## src/core/fix_report_pkg.sv

```systemverilog
/*
  Shared constants for the fix and tracking report link: framing bytes,
  field offsets, status codes, health bit positions, timing and the
  host-side register map.
  Assumes a single 40 MHz system clock shared by both ends.
*/
package fix_report_pkg;

  // ==========================================================
  // Framing
  localparam int unsigned FRAME_LEN = 168;
  localparam int unsigned HDR_LEN   = 2;
  localparam logic [7:0]  DLE_BYTE  = 8'h10;
  localparam logic [7:0]  ETX_BYTE  = 8'h03;
  localparam logic [7:0]  REPORT_ID = 8'h8F;
  localparam logic [7:0]  SUB_CODE  = 8'h2A;
  localparam logic [7:0]  RSVD_BYTE = 8'h00;

  // ==========================================================
  // Data field offsets
  localparam int unsigned OFS_WEEK   = 3;
  localparam int unsigned OFS_MSEC   = 5;
  localparam int unsigned OFS_FRAC   = 9;
  localparam int unsigned OFS_ALT    = 13;
  localparam int unsigned OFS_STAT   = 17;
  localparam int unsigned OFS_HEALTH = 18;

  // ==========================================================
  // Field limits and codes
  localparam logic [31:0] MSEC_MAX   = 32'd603799999;
  localparam logic [31:0] FRAC_MAX   = 32'd500000;
  localparam logic [63:0] NS_PER_MS  = 64'd1000000;
  localparam logic [7:0]  ST_FIXING  = 8'h00;
  localparam logic [7:0]  ST_NO_TIME = 8'h01;
  localparam logic [7:0]  ST_PDOP    = 8'h03;
  localparam logic [7:0]  ST_SV0     = 8'h08;
  localparam logic [7:0]  ST_SV3     = 8'h0B;

  // ==========================================================
  // Health bit positions
  localparam int unsigned HB_ANT_FAULT = 0;
  localparam int unsigned HB_ANT_SHORT = 1;
  localparam int unsigned HB_FIX_2D    = 2;
  localparam int unsigned HB_AUGMENTED = 3;
  localparam int unsigned HB_MEM_MISS  = 4;
  localparam int unsigned HB_RTC_MISS  = 5;
  localparam int unsigned HB_ALM_STALE = 6;
  localparam int unsigned HB_BIAS_UNK  = 7;

  // ==========================================================
  // Timing
  localparam int unsigned CLK_HZ          = 40_000_000;
  localparam int unsigned AUTO_PERIOD_MS  = 1000;
  localparam int unsigned AUTO_PERIOD_CYC = CLK_HZ / 1000 * AUTO_PERIOD_MS;

  // ==========================================================
  // Host register map
  localparam logic [7:0]  REG_CTRL    = 8'h00;
  localparam logic [7:0]  REG_STATUS  = 8'h04;
  localparam logic [7:0]  REG_MASK    = 8'h08;
  localparam logic [7:0]  REG_WEEK    = 8'h0C;
  localparam logic [7:0]  REG_MSEC    = 8'h10;
  localparam logic [7:0]  REG_FRAC    = 8'h14;
  localparam logic [7:0]  REG_ALT     = 8'h18;
  localparam logic [7:0]  REG_COND    = 8'h1C;
  localparam logic [7:0]  REG_TIME_LO = 8'h20;
  localparam logic [7:0]  REG_TIME_HI = 8'h24;
  localparam int unsigned CTRL_REQ    = 0;
  localparam int unsigned CTRL_AUTO   = 1;
  localparam int unsigned EV_FRAME    = 0;
  localparam int unsigned EV_ERROR    = 1;
  localparam int unsigned COND_FIXOK  = 16;
  localparam int unsigned COND_FRACOK = 17;
  localparam int unsigned COND_SHORTOK = 18;
  localparam logic [31:0] RST_WORD    = 32'h0000_0000;

  typedef enum logic {TX_IDLE = 1'b0, TX_SEND = 1'b1} tx_state_t;

endpackage

```

## src/core/fix_link_if.sv

```systemverilog
/*
  Byte link between the report framer and the host controller,
  plus the host's request and automatic-output command lines.
  Assumes both ends run on the same clock; the bench joins them.
*/
`timescale 1ns/10ps
interface fix_link_if;
  logic [7:0] data;
  logic       valid;
  logic       ready;
  logic       reqOnce;
  logic       autoEn;

  modport dev (
    output data,
    output valid,
    input  ready,
    input  reqOnce,
    input  autoEn
  );

  modport host (
    input  data,
    input  valid,
    output ready,
    output reqOnce,
    output autoEn
  );
endinterface

```

## src/core/fix_report_framer.sv

```systemverilog
/*
  Device end: snapshots the measurement and receiver condition, then
  sends one 168-byte report frame over the byte link, on request or
  on a periodic timer.
  Assumes field inputs come from logic on clk_sys and stay valid
  while a request is pending; byte stuffing is done further out.
*/
`timescale 1ns/10ps
module fix_report_framer
  import fix_report_pkg::*;
#(
  parameter int unsigned AUTO_CYC = AUTO_PERIOD_CYC
) (
  input  wire logic        clk_sys,
  input  wire logic        rst_n,
  fix_link_if.dev          link,
  input  wire logic [9:0]  weekIn,
  input  wire logic [31:0] msecIn,
  input  wire logic [31:0] fracNsIn,
  input  wire logic [31:0] altitudeIn,
  input  wire logic [7:0]  statusIn,
  input  wire logic        antFault,
  input  wire logic        antShort,
  input  wire logic        fix2d,
  input  wire logic        augmented,
  input  wire logic        battMemMissing,
  input  wire logic        rtcMissing,
  input  wire logic        almanacStale,
  input  wire logic        biasUnknown,
  output logic             busy
);

  // ==========================================================
  // Sequencer state, timer and snapshot values
  tx_state_t   state_r;
  logic [7:0]  idx_r;
  logic [7:0]  data_r;
  logic        valid_r;
  logic        pend_r;
  logic [31:0] timer_r;
  logic        tick;
  logic [15:0] weekSnap_r;
  logic [31:0] msecSnap_r;
  logic [31:0] fracSnap_r;
  logic [31:0] altSnap_r;
  logic [7:0]  statSnap_r;
  logic [7:0]  healthSnap_r;
  logic [31:0] msecClamp;
  logic [31:0] fracClamp;
  logic [7:0]  healthNow;
  logic        fixing;
  logic        start;
  logic        accept;
  logic        last;

  assign link.data  = data_r;
  assign link.valid = valid_r;
  assign busy       = state_r == TX_SEND;

  assign fixing = statusIn == ST_FIXING;
  assign accept = valid_r && link.ready;
  assign last   = idx_r == 8'(FRAME_LEN - 1);
  assign start  = state_r == TX_IDLE && pend_r;

  // Out-of-range millisecond and fraction inputs are clamped so the host never sees a bad time field
  always_comb begin
    msecClamp = (msecIn > MSEC_MAX) ? MSEC_MAX : msecIn;
    fracClamp = fracNsIn;
    if ($signed(fracNsIn) > $signed(FRAC_MAX)) begin
      fracClamp = FRAC_MAX;
    end else if ($signed(fracNsIn) < -$signed(FRAC_MAX)) begin
      fracClamp = -FRAC_MAX;
    end
  end

  // Qualified bits are forced low when their meaning does not hold
  always_comb begin
    healthNow               = 8'h00;
    healthNow[HB_ANT_FAULT] = antFault;
    healthNow[HB_ANT_SHORT] = antFault && antShort;
    healthNow[HB_FIX_2D]    = fixing && fix2d;
    healthNow[HB_AUGMENTED] = fixing && augmented;
    healthNow[HB_MEM_MISS]  = battMemMissing;
    healthNow[HB_RTC_MISS]  = rtcMissing;
    healthNow[HB_ALM_STALE] = almanacStale;
    healthNow[HB_BIAS_UNK]  = biasUnknown;
  end

  // ==========================================================
  // Byte at a frame position
  function automatic logic [7:0] byteAt(input logic [7:0] pos);
    logic [7:0] ofs;
    ofs    = pos - 8'(HDR_LEN);
    byteAt = RSVD_BYTE;
    if (pos == 8'd0) begin
      byteAt = DLE_BYTE;
    end else if (pos == 8'd1) begin
      byteAt = REPORT_ID;
    end else if (pos == 8'(FRAME_LEN - 2)) begin
      byteAt = DLE_BYTE;
    end else if (pos == 8'(FRAME_LEN - 1)) begin
      byteAt = ETX_BYTE;
    end else begin
      case (ofs)
        8'd0:                 byteAt = SUB_CODE;
        8'(OFS_WEEK):         byteAt = weekSnap_r[15:8];
        8'(OFS_WEEK + 1):     byteAt = weekSnap_r[7:0];
        8'(OFS_MSEC):         byteAt = msecSnap_r[31:24];
        8'(OFS_MSEC + 1):     byteAt = msecSnap_r[23:16];
        8'(OFS_MSEC + 2):     byteAt = msecSnap_r[15:8];
        8'(OFS_MSEC + 3):     byteAt = msecSnap_r[7:0];
        8'(OFS_FRAC):         byteAt = fracSnap_r[31:24];
        8'(OFS_FRAC + 1):     byteAt = fracSnap_r[23:16];
        8'(OFS_FRAC + 2):     byteAt = fracSnap_r[15:8];
        8'(OFS_FRAC + 3):     byteAt = fracSnap_r[7:0];
        8'(OFS_ALT):          byteAt = altSnap_r[31:24];
        8'(OFS_ALT + 1):      byteAt = altSnap_r[23:16];
        8'(OFS_ALT + 2):      byteAt = altSnap_r[15:8];
        8'(OFS_ALT + 3):      byteAt = altSnap_r[7:0];
        8'(OFS_STAT):         byteAt = statSnap_r;
        8'(OFS_HEALTH):       byteAt = healthSnap_r;
        default:              byteAt = RSVD_BYTE;
      endcase
    end
  endfunction

  // ==========================================================
  // Periodic output timer
  assign tick = link.autoEn && timer_r == AUTO_CYC - 1;

  always_ff @(posedge clk_sys) begin
    if (!rst_n) begin
      timer_r <= 32'h0000_0000;
    end else if (!link.autoEn || tick) begin
      timer_r <= 32'h0000_0000;
    end else begin
      timer_r <= timer_r + 32'h0000_0001;
    end
  end

  // A new request during a frame is held, so it is never lost
  always_ff @(posedge clk_sys) begin
    if (!rst_n) begin
      pend_r <= 1'b0;
    end else if (link.reqOnce || tick) begin
      pend_r <= 1'b1;
    end else if (start) begin
      pend_r <= 1'b0;
    end
  end

  // ==========================================================
  // Snapshot at frame start keeps the frame self-consistent
  always_ff @(posedge clk_sys) begin
    if (!rst_n) begin
      weekSnap_r   <= 16'h0000;
      msecSnap_r   <= 32'h0000_0000;
      fracSnap_r   <= 32'h0000_0000;
      altSnap_r    <= 32'h0000_0000;
      statSnap_r   <= 8'h00;
      healthSnap_r <= 8'h00;
    end else if (start) begin
      weekSnap_r   <= {6'h00, weekIn};
      msecSnap_r   <= msecClamp;
      fracSnap_r   <= fracClamp;
      altSnap_r    <= altitudeIn;
      statSnap_r   <= statusIn;
      healthSnap_r <= healthNow;
    end
  end

  // ==========================================================
  // Frame sequencer
  always_ff @(posedge clk_sys) begin
    if (!rst_n) begin
      state_r <= TX_IDLE;
      idx_r   <= 8'h00;
      data_r  <= 8'h00;
      valid_r <= 1'b0;
    end else begin
      case (state_r)
        TX_IDLE: begin
          if (pend_r) begin
            state_r <= TX_SEND;
            idx_r   <= 8'h00;
            data_r  <= DLE_BYTE;
            valid_r <= 1'b1;
          end
        end
        TX_SEND: begin
          if (accept) begin
            if (last) begin
              state_r <= TX_IDLE;
              valid_r <= 1'b0;
              data_r  <= 8'h00;
            end else begin
              idx_r  <= idx_r + 8'h01;
              data_r <= byteAt(idx_r + 8'h01);
            end
          end
        end
        default: begin
          state_r <= TX_IDLE;
          valid_r <= 1'b0;
        end
      endcase
    end
  end

endmodule

```

## src/flat_wrapper.sv

```systemverilog
// flat-port wrapper written by rule: the top's interface ports become plain ports
module fix_report_framer_flat import fix_report_pkg::*;
#(
  parameter int unsigned AUTO_CYC = AUTO_PERIOD_CYC
)
  (clk_sys, rst_n, weekIn, msecIn, fracNsIn, altitudeIn, statusIn, antFault, antShort, fix2d, augmented, battMemMissing, rtcMissing, almanacStale, biasUnknown, busy, link_data, link_valid, link_ready, link_reqOnce, link_autoEn);
  fix_link_if link_i ();
  input  wire logic clk_sys;
  input  wire logic rst_n;
  input  wire logic [9:0] weekIn;
  input  wire logic [31:0] msecIn;
  input  wire logic [31:0] fracNsIn;
  input  wire logic [31:0] altitudeIn;
  input  wire logic [7:0] statusIn;
  input  wire logic antFault;
  input  wire logic antShort;
  input  wire logic fix2d;
  input  wire logic augmented;
  input  wire logic battMemMissing;
  input  wire logic rtcMissing;
  input  wire logic almanacStale;
  input  wire logic biasUnknown;
  output logic busy;
  output wire logic [$bits(link_i.data)-1:0] link_data;
  output wire logic [$bits(link_i.valid)-1:0] link_valid;
  input wire logic [$bits(link_i.ready)-1:0] link_ready;
  input wire logic [$bits(link_i.reqOnce)-1:0] link_reqOnce;
  input wire logic [$bits(link_i.autoEn)-1:0] link_autoEn;
  assign link_data = link_i.data;
  assign link_valid = link_i.valid;
  assign link_i.ready = link_ready;
  assign link_i.reqOnce = link_reqOnce;
  assign link_i.autoEn = link_autoEn;
  fix_report_framer #(.AUTO_CYC(AUTO_CYC)) u_core (.clk_sys(clk_sys), .rst_n(rst_n), .link(link_i), .weekIn(weekIn), .msecIn(msecIn), .fracNsIn(fracNsIn), .altitudeIn(altitudeIn), .statusIn(statusIn), .antFault(antFault), .antShort(antShort), .fix2d(fix2d), .augmented(augmented), .battMemMissing(battMemMissing), .rtcMissing(rtcMissing), .almanacStale(almanacStale), .biasUnknown(biasUnknown), .busy(busy));
endmodule
```

## config.mk

```make
export PLATFORM = sky130hd
export DESIGN_NAME = fix_report_framer_flat
export DESIGN_NICKNAME = d
export VERILOG_FILES = /design/src/core/fix_report_pkg.sv /design/src/core/fix_link_if.sv /design/src/core/fix_report_framer.sv /design/src/flat_wrapper.sv
export SDC_FILE = /design/constraint.sdc
export NUM_CORES = 1
export LEC_CHECK = 0
export CORE_ASPECT_RATIO = 0.8
export CORE_MARGIN = 4
export CORE_UTILIZATION = 60
export DETAILED_ROUTE_END_ITERATION = 7
export DONT_BUFFER_PORTS = 1
export PLACE_DENSITY_LB_ADDON = 0.08
export SLEW_MARGIN = 20
export SYNTH_ARGS = -nofsm -noshare
export SYNTH_HDL_FRONTEND = slang
export SYNTH_SLANG_ARGS = --single-unit
```

## constraint.sdc

```tcl
create_clock -name clk_sys -period 3.47 [get_ports clk_sys]
set_input_delay 0.1735 -clock clk_sys [delete_from_list [all_inputs] [get_ports clk_sys]]
set_output_delay 0.1735 -clock clk_sys [all_outputs]
set_load 0.05 [all_outputs]
```

==> out/qor.txt, run 1 <==
outcome - finished clean
vias in the first global route - 7850
Via-to-Cell Ratio - 6.37
ys flop type - dfxtp_1
DR pass1 iterations - 6
hold worst-path end - u_core.fracSnap_r[21]
post-synthesis sequential area ratio - 40.8%
hold_sp - fracNsIn[21]
setup bufs post-CTS - 0
Max-slew headroom - 27.9%
CP Cell Sequence - inv_1 -> ha_1 -> inv_1 -> ha_1 -> mux2_2 -> a222oi_1 -> o21ai_0 -> o21ai_1 -> o21ai_0 -> a22o_1
fmax - 306 MHz
Worst-Margin Slew - 1080 ps
minimum clock period - 3260 ps
max_cap viols - 0
Final ANT Viol Nets - 0
xor-xnor portion of the synthesized cell area - 3.81%
I/O pin cnt - 137
syn nets - 1160
r2r endpoint - u_core.link.data[6]
CTS tree - built
YS warnings - 0
most frequent cells in the layout - 172 x dfxtp_1, 166 x nand2_1, 102 x dlygate4sd3_1
Starting Density - 61.9%
Residual DRC - 0
share of cells above drive strength 1 - 7.62%
CP Max Fanout - 9
Post-synth EDFFs - 0
Mean Syn Cell Area - 8.27 um2
commonest non-fill, non-tap cell in the layout - dfxtp_1
Leak - 3.59 nW
synthesized netlist cell count - 1025
Synth Area in Simple Gates - 24.8%
WS Path Type - flip-flop to flip-flop
via count - 8167
post-DP HPWL - 18000 um
FF-to-FF Start - u_core.idx_r[1]
synth unique cells - 77
met1 wire length - 11600 um
CTS Buffer Depth - 2
RSZ-0062 raised after global routing - false
met3 routed WL - 2100 um
clock slew at reported path FFs - 70 ps
maximum vdd ir drop - 423 uV
final worst path period share - 94.1%
number of diodes - 0
Rows - 38
Hold Crit Class - primary input to flip-flop
initial antenna violation count - 0
final wirelength - 26700 um
DRT iter0 DRCs - 982
synthesized area - 0.00848 mm2
uppermost routed layer - met4
complex-gate fraction of the synthesized area - 24.6%
Hold WS - 75.1 ps
Die Width - 141 um
Crit. End Element - flip-flop
clock buffer count from CTS - 17
Fin. Hold Viols - 0
final setup vio count - 0
largest family of logic cells by synthesized area - simple AND/OR/NAND/NOR gates
Critical Path Start Type - flip-flop
routability cong. - 0.984
Port-buffer cells - 0
CORE AREA - 0.0137 mm2
GRT overflow - 0
CTS HTree Levels - 4
Worst Path Required - 3800 ps
Final Max Tran Viols - 0
die area - 0.0161 mm2
reg-to-reg slack, setup - 210 ps
slowest stage delay, CP - 520 ps
first-pass GRT wire length - 42500 um
fillers - 990
largest net degree at the start of global routing - 135
worst skew pair latency - 430 ps
Die Ht - 114 um
nets - 1225
Hold Crit Depth - 4
CP arrival - 3590 ps
CTS Sinks - 173
setup TNS - 0 ps
clock root buffer - clkbuf_16
drt wl/cell - 20.8 um
Crit-path slowest cell - dfxtp_1
final core occ - 74.8%
routed wl met2 - 12300 um
synthesis-to-finish area growth - 20.7%
ys async rst share - 0%
post-synthesis mux area share - 0.649%
Clock Skew - 7.97 ps
Tot GR Track Use - 33.3%
synthesis-stage register bit count - 173
R2R cell count - 10
PD cells - 433 mW/mm2
Synth Area in Adders - 1.18%
power breakdown:
part / switching, mW / internal (mW) / leakage, nW
combinational: 0.211 / 0.193 / 1.89
sequential: 0.0621 / 2.06 / 1.41
clock: 0.828 / 1.07 / 0.288
state kept, by name (all words and copies together), names as in the netlist:
register and flops:
u_core.altSnap_r 32, u_core.healthSnap_r 8, u_core.link.data 8, u_core.pend_r 1, u_core.statSnap_r 8, u_core.idx_r 8, u_core.link.valid 1, u_core.timer_r 32
u_core.busy 1, u_core.fracSnap_r 32, u_core.weekSnap_r 10, u_core.msecSnap_r 32
routing by layer:
layer  global-route usage, %  vias up
li1                        -     3840
met1                    45.0     3899
met2                    53.5      380
met3                    7.10       48
met4                    11.0        0
met5                       0        -
worst max-delay path, delay by kind of cell (launching register included):
| family | cells | cell delay [ps] |
|---|---|---|
| AO/OA/AOI/OAI | 5 | 1110 |
| adder cells (fa/ha/maj) | 2 | 930 |
| buffers and inverters | 2 | 220 |
| flip-flops | 1 | 520 |
| multiplexers | 1 | 390 |
cell usage after synthesis, types with 16 or more instances:
cell      instances  share of area (%)
xor2_1           24                2.5
nor3_1           31                1.8
a21oi_1          59                3.5
nand2_1         166                7.3
a22oi_1          33                2.9
dfxtp_1         173                 41
o21ai_0          30                1.8
nor2_1           72                3.2
a222oi_1         17                2.0
and3_1           16                1.2
a21boi_0         58                5.1
nor2b_1          44                3.2
clkbuf_1         63                2.8
nand3_1          30                1.8
final cells by class:
type                    count  area (um2)  area share, %
well taps                 180         225           2.20
inverters                  14        52.6          0.513
clock inverters            14         161           1.58
clock buffers              17         425           4.16
repair buffers            122        1200           11.8
flip-flops and latches    173        3460           33.8
multi-input cells         762        4700           45.9
worst max path at each step:
stage / from / endpoint / slack [ps] / cells past startpoint
after CTS: u_core.idx_r[0] / u_core.link.data[7] / 200 / 10
after detailed placement: u_core.idx_r[0] / u_core.link.data[7] / 230 / 10
after floorplan: u_core.idx_r[0] / u_core.link.data[6] / 610 / 12
after global routing: u_core.idx_r[1] / u_core.link.data[0] / 3 / 10
after global placement: u_core.idx_r[0] / u_core.link.data[1] / 350 / 10
final: u_core.idx_r[1] / u_core.link.data[6] / 210 / 10
metrics by stage:
step | cell area, um2 | power [mW] | instances | setup WS, ps
floorplan | 8480 | 2.37 | 1025 | 614
global route | 10200 | 4.57 | 1282 | 2.79
global placement | 8590 | 2.43 | 1148 | 355
finish | 10200 | 4.43 | 1282 | 206
detailed placement | 8590 | 2.44 | 1148 | 228
CTS | 10200 | 4.43 | 1282 | 202
kinds of logic after synthesis:
kind of cell    Yosys count
xor+xnor                 36
simple gates            431
buf+inv                  90
fa+ha+maj                 8
compound gates          282
mux                       5
flops                   173
repair_timing:
action,CTS,global route
resized for setup,0,4
hold buffers,103,0
setup endpoints to repair,0,7
endpoints found under the hold margin,135,0
Power figures use the tool's default switching activity.
==> run 2: changes to the inputs <==
CORE_ASPECT_RATIO = 0.9   (was 0.8)
PLACE_DENSITY = 0.77   (was default)
PLACE_DENSITY_LB_ADDON = default   (was 0.08)
REMOVE_ABC_BUFFERS = 1   (was default)
==> out/qor.txt, run 2 (synthesized netlist as in run 1, its figures left out) <==
PD cells - 433 mW/mm2
I/O pin cnt - 137
clock buffer count from CTS - 17
worst skew pair latency - 440 ps
maximum vdd ir drop - 344 uV
Tot GR Track Use - 33.0%
Hold Crit Class - primary input to flip-flop
CP startpoint - u_core.idx_r[0]
die area - 0.0161 mm2
CP Cell Sequence - ha_1 -> xor2_1 -> inv_1 -> ha_1 -> mux2_2 -> a222oi_1 -> o21ai_0 -> o21ai_0 -> o2111a_1 -> a31oi_1
Die Ht - 121 um
CTS Sinks - 173
Die Width - 133 um
share of cells above drive strength 1 - 7.10%
R2R cell count - 10
CTS tree - built
post-cts resize count - 0
GRT overflow - 0
number of diodes - 0
CTS HTree Levels - 4
initial antenna violation count - 0
Leak - 3.65 nW
Rows - 40
final worst path period share - 95.1%
DRT iter0 DRCs - 1171
Max-slew headroom - 36.8%
count of non-filler cells in the finished layout - 1302
slowest stage delay, CP - 560 ps
outcome - finished clean
post-DP HPWL - 15900 um
CTS Buffer Depth - 2
Setup WS pre-CTS - 370 ps
most frequent cells in the layout - 173 x dfxtp_1, 166 x nand2_1, 114 x dlygate4sd3_1
fillers - 980
Port-buffer cells - 0
via count - 8459
RSZ-0062 raised after global routing - false
Clock Skew - 11.0 ps
Setup crit end - u_core.link.data[7]
Post-Place Cells - 1155
Crit. End Element - flip-flop
total power - 4.47 mW
first-pass GRT wire length - 42600 um
clock root buffer - clkbuf_16
max_cap viols - 0
Residual DRC - 0
WS Path Type - flip-flop to flip-flop
synthesis-to-finish area growth - 21.8%
setup bufs post-CTS - 0
commonest non-fill, non-tap cell in the layout - dfxtp_1
drt wl/cell - 20.7 um
Via-to-Cell Ratio - 6.50
DR pass1 iterations - 8
CP arrival - 3630 ps
fmax - 303 MHz
Critical Path Start Type - flip-flop
final wirelength - 26900 um
Starting Density - 62.3%
Final Max Tran Viols - 0
Fin. Hold Viols - 0
clock slew at reported path FFs - 70 ps
final core occ - 75.9%
Crit-path slowest cell - dfxtp_1
Final ANT Viol Nets - 0
Worst Path Required - 3790 ps
minimum clock period - 3300 ps
fin worst setup slack - 169 ps
vias in the first global route - 8120
# hold bufs at CTS - 115
Worst-Margin Slew - 924 ps
FF-to-FF Start - u_core.idx_r[0]
largest net degree at the start of global routing - 123
r2r endpoint - u_core.link.data[7]
nets - 1235
setup TNS - 0 ps
reg-to-reg slack, setup - 170 ps
CORE AREA - 0.0136 mm2
routability cong. - 0.887
CP Max Fanout - 12
final setup vio count - 0
run 2: through the flow:
stage	instance area (um2)	hold slack [ps]
finish	10300	65.5
detailed placement	8570	314
CTS	10300	50.9
floorplan	8180	290
global route	10300	77.1
global placement	8570	312
run 2: layout make-up:
class / count / area [um2] / area share (%)
multi-input combinational: 762 / 4690 / 45.4
tap: 189 / 236 / 2.29
timing repair buffer: 132 / 1300 / 12.5
inverter: 14 / 52.6 / 0.509
clock inverter: 15 / 168 / 1.62
clock buffer: 17 / 425 / 4.12
sequential: 173 / 3460 / 33.5
run 2: worst min path at each step:
| stage | start | cells past startpoint | slack [ps] | endpoint |
|---|---|---|---|---|
| after CTS | fracNsIn[26] | 4 | 50 | u_core.fracSnap_r[26] |
| final | fracNsIn[26] | 4 | 70 | u_core.fracSnap_r[26] |
| after floorplan | rst_n | 2 | 290 | u_core.link.data[3] |
| after global placement | fracNsIn[5] | 2 | 310 | u_core.fracSnap_r[5] |
| after detailed placement | fracNsIn[5] | 2 | 310 | u_core.fracSnap_r[5] |
| after global routing | fracNsIn[12] | 4 | 80 | u_core.fracSnap_r[12] |
run 2: worst max-delay path: cells and delay by family (launching register included):
family                   cells  cell delay [ps]
AO/OA/AOI/OAI                5             1000
buffers and inverters        1               80
XOR/XNOR                     1              220
multiplexers                 1              390
adder cells (fa/ha/maj)      2              930
flip-flops                   1              560
run 2: power by group:
part	total, mW	switching [mW]	leakage [nW]	internal, mW
Combinational	0.409	0.211	1.95	0.198
Sequential	2.12	0.0582	1.41	2.06
Clock	1.94	0.916	0.286	1.03
Total	4.47	1.19	3.65	3.29
run 2: routing by layer:
layer  wire, um  global-route usage [%]
met5          0                       0
met4       1210                    14.8
met3       2560                    9.15
met2      12500                    53.0
met1      10600                    41.6
